==> config.mk <==
export PLATFORM = sky130hd
export DESIGN_NAME = power_mode_wake_irq_ctrl
export DESIGN_NICKNAME = d
export VERILOG_FILES = /design/src/design/pmw_pkg.sv /design/src/design/power_mode_wake_irq_ctrl.sv
export VERILOG_INCLUDE_DIRS = /design/src /design/src/design
export SDC_FILE = /design/constraint.sdc
export NUM_CORES = 1
export LEC_CHECK = 0
export BUFFER_PORTS_ARGS = -buffer_cell sky130_fd_sc_hd__buf_2
export CAP_MARGIN = 20
export CORE_UTILIZATION = 50
export DETAILED_ROUTE_END_ITERATION = 7
export PLACE_DENSITY = 0.69
export SYNTH_ARGS = -nofsm -noshare
export SYNTH_HDL_FRONTEND = slang
export SYNTH_SLANG_ARGS = --single-unit
==> constraint.sdc <==
create_clock -name CORE_CLK -period 3.9 [get_ports CORE_CLK]
set_input_delay 0.195 -clock CORE_CLK [delete_from_list [all_inputs] [get_ports CORE_CLK]]
set_output_delay 0.195 -clock CORE_CLK [all_outputs]
set_load 0.005 [all_outputs]
==> src/design/pmw_defs.svh <==
`ifndef PMW_DEFS_SVH
`define PMW_DEFS_SVH

// core clock rate
`define CLK_MHZ 200
// start-up monitoring window and its prescaler tick
`define MONITOR_TIMEOUT_US 80000
`define MONITOR_TICK_NS 1000
// reset line hold after an internal reset source ends
`define RESET_HOLD_NS 1250000
// least dominant time before a bus rising edge counts as a wake
`define DOMINANT_MIN_NS 30000
// length of the event request pulse
`define EVENT_PULSE_NS 100
// reset values
`define IRQ_VEC_RESET 8'h00
`define COUNT_ZERO 32'h00000000
`define COUNT_ONE 32'h00000001

`endif

==> src/design/pmw_pkg.sv <==
package pmw_pkg;

	typedef enum logic [2:0] {
		MODE_RESET = 3'b000,
		MODE_NORM_REQ = 3'b001,
		MODE_NORMAL = 3'b010,
		MODE_STOP = 3'b011,
		MODE_SLEEP = 3'b100
	} mode_t;

	// flag and mask layout, one bit per source
	typedef struct packed {
		logic wake_input;
		logic hall_input;
		logic bus_wake;
		logic reserved;
		logic overtemp;
		logic low_supply;
		logic high_supply;
		logic stage_fail;
	} irq_vec_t;

	// supply and condition inputs
	typedef struct packed {
		logic low_supply;
		logic high_supply;
		logic overtemp;
		logic stage_fail;
	} cond_t;

	// steering of the surrounding power and bus blocks
	typedef struct packed {
		logic regulator_on;
		logic regulator_limited;
		logic power_stage_en;
		logic lin_enable;
		logic lin_wake_only;
		logic monitor_active;
	} power_ctl_t;

endpackage : pmw_pkg

==> src/design/power_mode_wake_irq_ctrl.sv <==
`timescale 1ns/1ps
`default_nettype none
`include "pmw_defs.svh"

module power_mode_wake_irq_ctrl #(
	parameter int unsigned TICK_CYCLES = (`MONITOR_TICK_NS * `CLK_MHZ) / 1000,
	parameter int unsigned MONITOR_TICKS = (`MONITOR_TIMEOUT_US * 1000) / `MONITOR_TICK_NS,
	parameter int unsigned RESET_HOLD_CYCLES = (`RESET_HOLD_NS * `CLK_MHZ + 999) / 1000,
	parameter int unsigned DOMINANT_CYCLES = (`DOMINANT_MIN_NS * `CLK_MHZ + 999) / 1000
) (
	// clock and reset
	input wire logic CORE_CLK,
	input wire logic RST,
	// system control bits
	input wire logic STOP_REQ,
	input wire logic SLEEP_REQ,
	input wire logic POWER_STAGE_ON_ACK,
	input wire logic FACTORY_TEST_STRAP,
	// flag clear and mask writes
	input wire logic FLAG_CLR_WR,
	input wire pmw_pkg::irq_vec_t FLAG_CLR_DATA,
	input wire logic MASK_WR,
	input wire pmw_pkg::irq_vec_t MASK_DATA,
	input wire logic RST_STATUS_CLR,
	// event sources
	input wire logic WAKE_INPUT,
	input wire logic LIN_RX,
	input wire logic WAKE_LEVEL_FLAG,
	input wire logic HALL_LEVEL_FLAG,
	input wire logic HALL_IRQ_CAPABLE,
	input wire pmw_pkg::cond_t COND,
	input wire logic INT_RESET_EVENT,
	// outputs toward MCU and power blocks
	output logic RESET_LINE_N,
	output logic EVENT_REQUEST_N,
	output pmw_pkg::mode_t MODE,
	output pmw_pkg::power_ctl_t POWER_CTL,
	output pmw_pkg::irq_vec_t FLAGS,
	output pmw_pkg::irq_vec_t MASK,
	output logic WAKE_INPUT_WAKE_FLAG,
	output logic BUS_WAKE_RESET_FLAG
);

	localparam int unsigned PULSE_CYCLES = (`EVENT_PULSE_NS * `CLK_MHZ + 999) / 1000;

	function automatic logic [7:0] set_wins(input logic [7:0] cur, input logic [7:0] set,
			input logic [7:0] clr);
		set_wins = set | (cur & ~clr);
	endfunction : set_wins

	function automatic logic changed(input logic now, input logic prev);
		changed = now ^ prev;
	endfunction : changed

	pmw_pkg::mode_t state;
	pmw_pkg::mode_t next_state;
	logic [31:0] hold_cnt;
	logic [31:0] pre_cnt;
	logic [31:0] tick_cnt;
	logic [31:0] dom_cnt;
	logic [31:0] pulse_cnt;
	logic wake_in_prev;
	logic lin_prev;
	logic wake_lvl_prev;
	logic hall_lvl_prev;
	logic [7:0] pend_prev;
	logic active;
	logic lin_wake;
	logic wake_in_edge;
	logic stop_wake;
	logic sleep_wake;
	logic mon_done;
	logic hold_done;
	pmw_pkg::irq_vec_t set_vec;
	pmw_pkg::irq_vec_t clr_vec;
	logic [7:0] pend;

	assign active = (state == pmw_pkg::MODE_NORM_REQ) || (state == pmw_pkg::MODE_NORMAL);
	assign wake_in_edge = changed(WAKE_INPUT, wake_in_prev);
	// rising bus edge after a long enough dominant phase
	assign lin_wake = LIN_RX && !lin_prev && (dom_cnt >= DOMINANT_CYCLES);
	assign stop_wake = (MASK.bus_wake && lin_wake) || (MASK.wake_input && wake_in_edge);
	assign sleep_wake = lin_wake || wake_in_edge;
	assign mon_done = tick_cnt >= MONITOR_TICKS;
	assign hold_done = hold_cnt >= (RESET_HOLD_CYCLES - `COUNT_ONE);
	assign pend = FLAGS & MASK;

	always_comb begin
		next_state = state;
		case (state)
			pmw_pkg::MODE_RESET: begin
				if (!INT_RESET_EVENT && hold_done) begin
					next_state = pmw_pkg::MODE_NORM_REQ;
				end
			end
			pmw_pkg::MODE_NORM_REQ: begin
				if (INT_RESET_EVENT) begin
					next_state = pmw_pkg::MODE_RESET;
				end else if (POWER_STAGE_ON_ACK) begin
					next_state = pmw_pkg::MODE_NORMAL;
				end else if (mon_done && !FACTORY_TEST_STRAP) begin
					next_state = pmw_pkg::MODE_SLEEP;
				end
			end
			pmw_pkg::MODE_NORMAL: begin
				if (INT_RESET_EVENT) begin
					next_state = pmw_pkg::MODE_RESET;
				end else if (SLEEP_REQ) begin
					next_state = pmw_pkg::MODE_SLEEP;
				end else if (STOP_REQ) begin
					next_state = pmw_pkg::MODE_STOP;
				end
			end
			pmw_pkg::MODE_STOP: begin
				if (INT_RESET_EVENT) begin
					next_state = pmw_pkg::MODE_RESET;
				end else if (stop_wake) begin
					next_state = pmw_pkg::MODE_NORM_REQ;
				end
			end
			pmw_pkg::MODE_SLEEP: begin
				if (sleep_wake) begin
					next_state = pmw_pkg::MODE_RESET;
				end
			end
			default: begin
				next_state = pmw_pkg::MODE_RESET;
			end
		endcase
	end

	always_ff @(posedge CORE_CLK) begin
		if (RST) begin
			state <= pmw_pkg::MODE_RESET;
		end else begin
			state <= next_state;
		end
	end

	// reset line hold, restarted while an internal source is active
	always_ff @(posedge CORE_CLK) begin
		if (RST || state != pmw_pkg::MODE_RESET || INT_RESET_EVENT) begin
			hold_cnt <= `COUNT_ZERO;
		end else if (!hold_done) begin
			hold_cnt <= hold_cnt + `COUNT_ONE;
		end
	end

	// start-up monitor: runs from release of reset line until ack
	always_ff @(posedge CORE_CLK) begin
		if (RST || state != pmw_pkg::MODE_NORM_REQ) begin
			pre_cnt <= `COUNT_ZERO;
			tick_cnt <= `COUNT_ZERO;
		end else if (pre_cnt >= (TICK_CYCLES - `COUNT_ONE)) begin
			pre_cnt <= `COUNT_ZERO;
			if (!mon_done) begin
				tick_cnt <= tick_cnt + `COUNT_ONE;
			end
		end else begin
			pre_cnt <= pre_cnt + `COUNT_ONE;
		end
	end

	// dominant phase length, saturating
	always_ff @(posedge CORE_CLK) begin
		if (RST || LIN_RX) begin
			dom_cnt <= `COUNT_ZERO;
		end else if (dom_cnt < DOMINANT_CYCLES) begin
			dom_cnt <= dom_cnt + `COUNT_ONE;
		end
	end

	always_ff @(posedge CORE_CLK) begin
		if (RST) begin
			wake_in_prev <= 1'b0;
			lin_prev <= 1'b1;
			wake_lvl_prev <= 1'b0;
			hall_lvl_prev <= 1'b0;
		end else begin
			wake_in_prev <= WAKE_INPUT;
			lin_prev <= LIN_RX;
			wake_lvl_prev <= WAKE_LEVEL_FLAG;
			hall_lvl_prev <= HALL_LEVEL_FLAG;
		end
	end

	always_comb begin
		set_vec = `IRQ_VEC_RESET;
		// condition detectors only work in run states
		set_vec.low_supply = active && COND.low_supply;
		set_vec.high_supply = active && COND.high_supply;
		set_vec.overtemp = active && COND.overtemp;
		set_vec.stage_fail = active && COND.stage_fail;
		set_vec.hall_input = active && HALL_IRQ_CAPABLE
			&& changed(HALL_LEVEL_FLAG, hall_lvl_prev);
		set_vec.wake_input = (active && changed(WAKE_LEVEL_FLAG, wake_lvl_prev))
			|| (state == pmw_pkg::MODE_STOP && MASK.wake_input && wake_in_edge);
		set_vec.bus_wake = state == pmw_pkg::MODE_STOP && MASK.bus_wake && lin_wake;
		clr_vec = FLAG_CLR_WR ? FLAG_CLR_DATA : `IRQ_VEC_RESET;
		// a clear cannot drop a supply or overtemp condition that is still present
		clr_vec.low_supply = clr_vec.low_supply && !COND.low_supply;
		clr_vec.high_supply = clr_vec.high_supply && !COND.high_supply;
		clr_vec.overtemp = clr_vec.overtemp && !COND.overtemp;
	end

	// flags and mask are cleared by any reset, including the reset state
	always_ff @(posedge CORE_CLK) begin
		if (RST || state == pmw_pkg::MODE_RESET) begin
			FLAGS <= `IRQ_VEC_RESET;
		end else begin
			FLAGS <= set_wins(FLAGS, set_vec, clr_vec);
		end
	end

	always_ff @(posedge CORE_CLK) begin
		if (RST || state == pmw_pkg::MODE_RESET) begin
			MASK <= `IRQ_VEC_RESET;
		end else if (MASK_WR) begin
			MASK <= MASK_DATA;
			MASK.reserved <= 1'b0;
		end
	end

	// wake-from-sleep cause, survives the reset it causes
	always_ff @(posedge CORE_CLK) begin
		if (RST) begin
			WAKE_INPUT_WAKE_FLAG <= 1'b0;
			BUS_WAKE_RESET_FLAG <= 1'b0;
		end else begin
			WAKE_INPUT_WAKE_FLAG <= (state == pmw_pkg::MODE_SLEEP && wake_in_edge)
				|| (WAKE_INPUT_WAKE_FLAG && !RST_STATUS_CLR);
			BUS_WAKE_RESET_FLAG <= (state == pmw_pkg::MODE_SLEEP && lin_wake)
				|| (BUS_WAKE_RESET_FLAG && !RST_STATUS_CLR);
		end
	end

	// request pulse on any newly pending enabled flag
	always_ff @(posedge CORE_CLK) begin
		if (RST) begin
			pend_prev <= `IRQ_VEC_RESET;
			pulse_cnt <= `COUNT_ZERO;
			EVENT_REQUEST_N <= 1'b1;
		end else begin
			pend_prev <= pend;
			if (|(pend & ~pend_prev)) begin
				pulse_cnt <= PULSE_CYCLES;
			end else if (pulse_cnt != `COUNT_ZERO) begin
				pulse_cnt <= pulse_cnt - `COUNT_ONE;
			end
			EVENT_REQUEST_N <= !((|(pend & ~pend_prev)) || pulse_cnt > `COUNT_ONE);
		end
	end

	// registered mode outputs, one cycle behind the state
	always_ff @(posedge CORE_CLK) begin
		if (RST) begin
			MODE <= pmw_pkg::MODE_RESET;
			RESET_LINE_N <= 1'b0;
			POWER_CTL <= '0;
		end else begin
			MODE <= state;
			RESET_LINE_N <= state != pmw_pkg::MODE_RESET && state != pmw_pkg::MODE_SLEEP;
			POWER_CTL.regulator_on <= state != pmw_pkg::MODE_SLEEP;
			POWER_CTL.regulator_limited <= state == pmw_pkg::MODE_STOP;
			POWER_CTL.power_stage_en <= state == pmw_pkg::MODE_NORMAL;
			POWER_CTL.lin_enable <= state == pmw_pkg::MODE_NORMAL;
			POWER_CTL.lin_wake_only <= state == pmw_pkg::MODE_STOP
				|| state == pmw_pkg::MODE_SLEEP;
			POWER_CTL.monitor_active <= state == pmw_pkg::MODE_NORM_REQ && !FACTORY_TEST_STRAP;
		end
	end

endmodule : power_mode_wake_irq_ctrl

`default_nettype wire

==> impl_metrics.yaml <==
outcome:
  status: "finished with violations"
  violations: "design-rule violations"
yosys:
  synth_seq_cells: 201
  synth_ff_type: "dfxtp_1"
  syn-instance-count: 824
  synth-edff-count: 0
  ys.warnings.count: 0
  synthesis.area_um2: 7637
  ys_seq_area_share_pct: 52.69
  async_reset_ff_share_pct: 0
  avgSynthCellArea_um2: 9.269
  ys_types: 57
placed_design:
  placedCellCount: 1068
  place_congestion: 0.7731
  dp_hpwl_um: 9485
  dp_slack_ns: 1.226
  io_buffer_count: 61
clock_tree:
  hold_buffers: 17
  root_buffer: "clkbuf_16"
  cts_sinks: 201
  cts_buffers: 21
  clkLatencyLatePin_ns: 0.49
  clkTransAtPathRegs_ns: 0.06
  htreeDepth: 1
  post_cts_buffers: 0
  clk_path_buf_depth: 3
  cts_tree: "done"
  cts.repair.resized: 0
sta:
  hold_viol_final: 0
  worst_slack_ns: 1.187
  min_period_over_period_pct: 69.58
  fin_skew_ns: 0.006060
  slew_viol_final: 0
  period_needed_ns: 2.713
  max_freq_mhz: 368.5
  slew_headroom_pct: 32.52
  setup_tns_ns: 0
  rsz0062_at_grt: "no"
  worst_slew_pin_slew_ns: 1.010
  setup_viol: 0
floorplan:
  rows: 44
  design.core.area_um2: 14700
  io-pin-count: 64
  dieArea_um2: 15770
  dieWidth_um: 125.6
  die_y_um: 125.6
  start_util_pct: 51.96
worst_setup_path:
  path_class: "reg2reg"
  path_max_fanout: 9
  startpoint_type: "flip-flop"
  arrival_ns: 3.05
  crit_start: "pulse_cnt[0]$_SDFFE_PP0P_"
  rr_endpoint: "pulse_cnt[26]$_SDFFE_PP0P_"
  regToRegSetupSlack_ns: 1.19
  critPathRequiredTime_ns: 4.24
  cp-end-kind: "flip-flop"
  cp-endpoint: "pulse_cnt[26]$_SDFFE_PP0P_"
  rr_startpoint: "pulse_cnt[0]$_SDFFE_PP0P_"
  ff2ff_path_depth: 8
drt:
  drt-wirelength-per-cell_um: 12.81
  drt_iter0_markers: 374
  num_vias: 5765
  wirelength_um: 14390
  dr.pass1.iters: 7
  drc: 2
  drtAntennaViolNets: 0
  vias_per_cell: 5.134
finish:
  postLayoutCoreUtil_pct: 61.95
  area_delta_synth_final_pct: 19.23
  diodes: 0
  finalNonFillerCells: 1123
  fin_nets: 967
  drive_gt1_share_pct: 13.10
global_routing:
  grt_pass1_wl_um: 24780
  grt_util_all_layers_pct: 18.78
  antenna_found_initial: 0
  grt_pass1_vias: 5353
  grt_overflow: 0
  grt_max_degree: 31
power:
  leakagePower_nw: 3.704
  vdd_drop_max_mv: 0.3873
  powerDensity_nw_per_um2: 611.5
run:
  max_cap_violations: 0
min_path:
  hold_path.class: "in2reg"
==> sequential cells by signal, indices dropped and copies added (netlist names), 5 cells and up <==
register and flops:
pulse_cnt 32, tick_cnt 32, MASK 7, POWER_CTL 5, hold_cnt 32, pend_prev 7
dom_cnt 32, FLAGS 8, pre_cnt 32
==> layout make-up <==
| cell class | instances | area, µm² |
|---|---|---|
| Fill cell | 1259 | 5593 |
| Multi-Input combinational cell | 592 | 3473 |
| Inverter | 21 | 78.83 |
| Clock inverter | 9 | 151.4 |
| Timing Repair Buffer | 87 | 543.0 |
| Sequential cell | 201 | 4024 |
| Clock buffer | 29 | 605.6 |
| Tap cell | 184 | 230.2 |
==> worst max-delay path: stages (launching register included) <==
cell	delay, ns
dfxtp_1	0.34
inv_1	0.07
ha_1	0.24
nor4b_1	0.45
nand4_1	0.24
a2111o_1	0.58
or4_1	0.45
xor2_1	0.14
nor2_1	0.05
==> placed cells by master (no fill, tap or decap), drive strengths merged, types with 3 or more instances in the layout <==
cell,count
clkbuf,29
a22oi,4
a21oi,26
nand3b,5
nand2b,5
o22ai,4
or2,5
and4,4
bufinv,4
nor3,21
nor4b,5
nand4,16
dlygate4sd3,17
buf,70
a211oi,3
mux2i,10
a31o,6
nand2,63
conb,25
nor2,122
inv,22
a31oi,6
dfxtp,201
or3,14
and2,53
o21ai,11
xor2,25
nand3,20
ha,8
nor2b,7
and3,13
xnor2,36
nor4,41
clkinv,3
or4,8
==> through the flow <==
step | total power, mW | instance area (µm²) | hold WS [ns]
finish | 5.568 | 9106 | 0.01374
global route | 5.874 | 9106 | 0.01647
CTS | 5.620 | 9106 | 0.001645
detailed placement | 3.459 | 8179 | 0.3757
global placement | 3.451 | 8179 | 0.3693
floorplan | 3.294 | 7727 | 0.2674
==> where the power goes <==
group	total, mW	switching (mW)	internal, mW
logic	1.09	0.631	0.461
clock network	2.13	0.776	1.35
registers	2.35	0.143	2.21
total	5.57	1.55	4.02
==> routing by layer <==
| layer | track usage (%) | wire, µm | vias to the layer above |
|---|---|---|---|
| met5 | 0 | 0 | - |
| li1 | - | - | 3007 |
| met4 | 7.461 | 431 | 0 |
| met3 | 3.466 | 483 | 33 |
| met2 | 29.31 | 6388 | 84 |
| met1 | 25.68 | 7085 | 2641 |
==> logic make-up after synthesis <==
group	after synthesis	synth area share, %
AND/OR/NAND/NOR	406	27.39
XOR/XNOR	61	6.995
multiplexers	11	1.458
other	1	0.04910
adder cells (fa/ha/maj)	8	1.311
flip-flops	201	52.69
AO/OA/AOI/OAI	81	7.094
buffers and inverters	55	3.014
==> synthesized netlist by cell type, types with 6 or more instances <==
cell | instances | area share, %
and2_1 | 53 | 4.3
mux2i_1 | 10 | 1.3
a21oi_1 | 26 | 1.7
or3_1 | 13 | 1.1
ha_1 | 8 | 1.3
a31oi_1 | 6 | 0.49
nor2_1 | 122 | 6.0
dfxtp_1 | 201 | 53
a31o_2 | 6 | 0.69
xor2_1 | 25 | 2.9
nand4_1 | 16 | 1.3
inv_1 | 21 | 1.0
xnor2_1 | 36 | 4.1
nand2_1 | 63 | 3.1
nor3_1 | 21 | 1.4
o21ai_0 | 11 | 0.72
nor2b_1 | 7 | 0.57
clkbuf_1 | 27 | 1.3
and3_1 | 13 | 1.1
nor4_1 | 41 | 3.4
nand3_1 | 19 | 1.2
or4_1 | 6 | 0.59
==> worst min-delay path by stage <==
stage	startpoint	endpoint	slack [ns]	cells past startpoint
floorplan	FACTORY_TEST_STRAP	POWER_CTL[0]$_SDFF_PP0_	0.27	1
global placement	FACTORY_TEST_STRAP	POWER_CTL[0]$_SDFF_PP0_	0.37	2
detailed placement	FACTORY_TEST_STRAP	POWER_CTL[0]$_SDFF_PP0_	0.38	2
CTS	FLAG_CLR_DATA[6]	FLAGS[6]$_SDFF_PP0_	0.002	4
global route	FLAG_CLR_DATA[5]	FLAGS[5]$_SDFF_PP0_	0.02	4
finish	FLAG_CLR_DATA[5]	FLAGS[5]$_SDFF_PP0_	0.01	4
No activity file was read; power rests on OpenSTA's default activity.
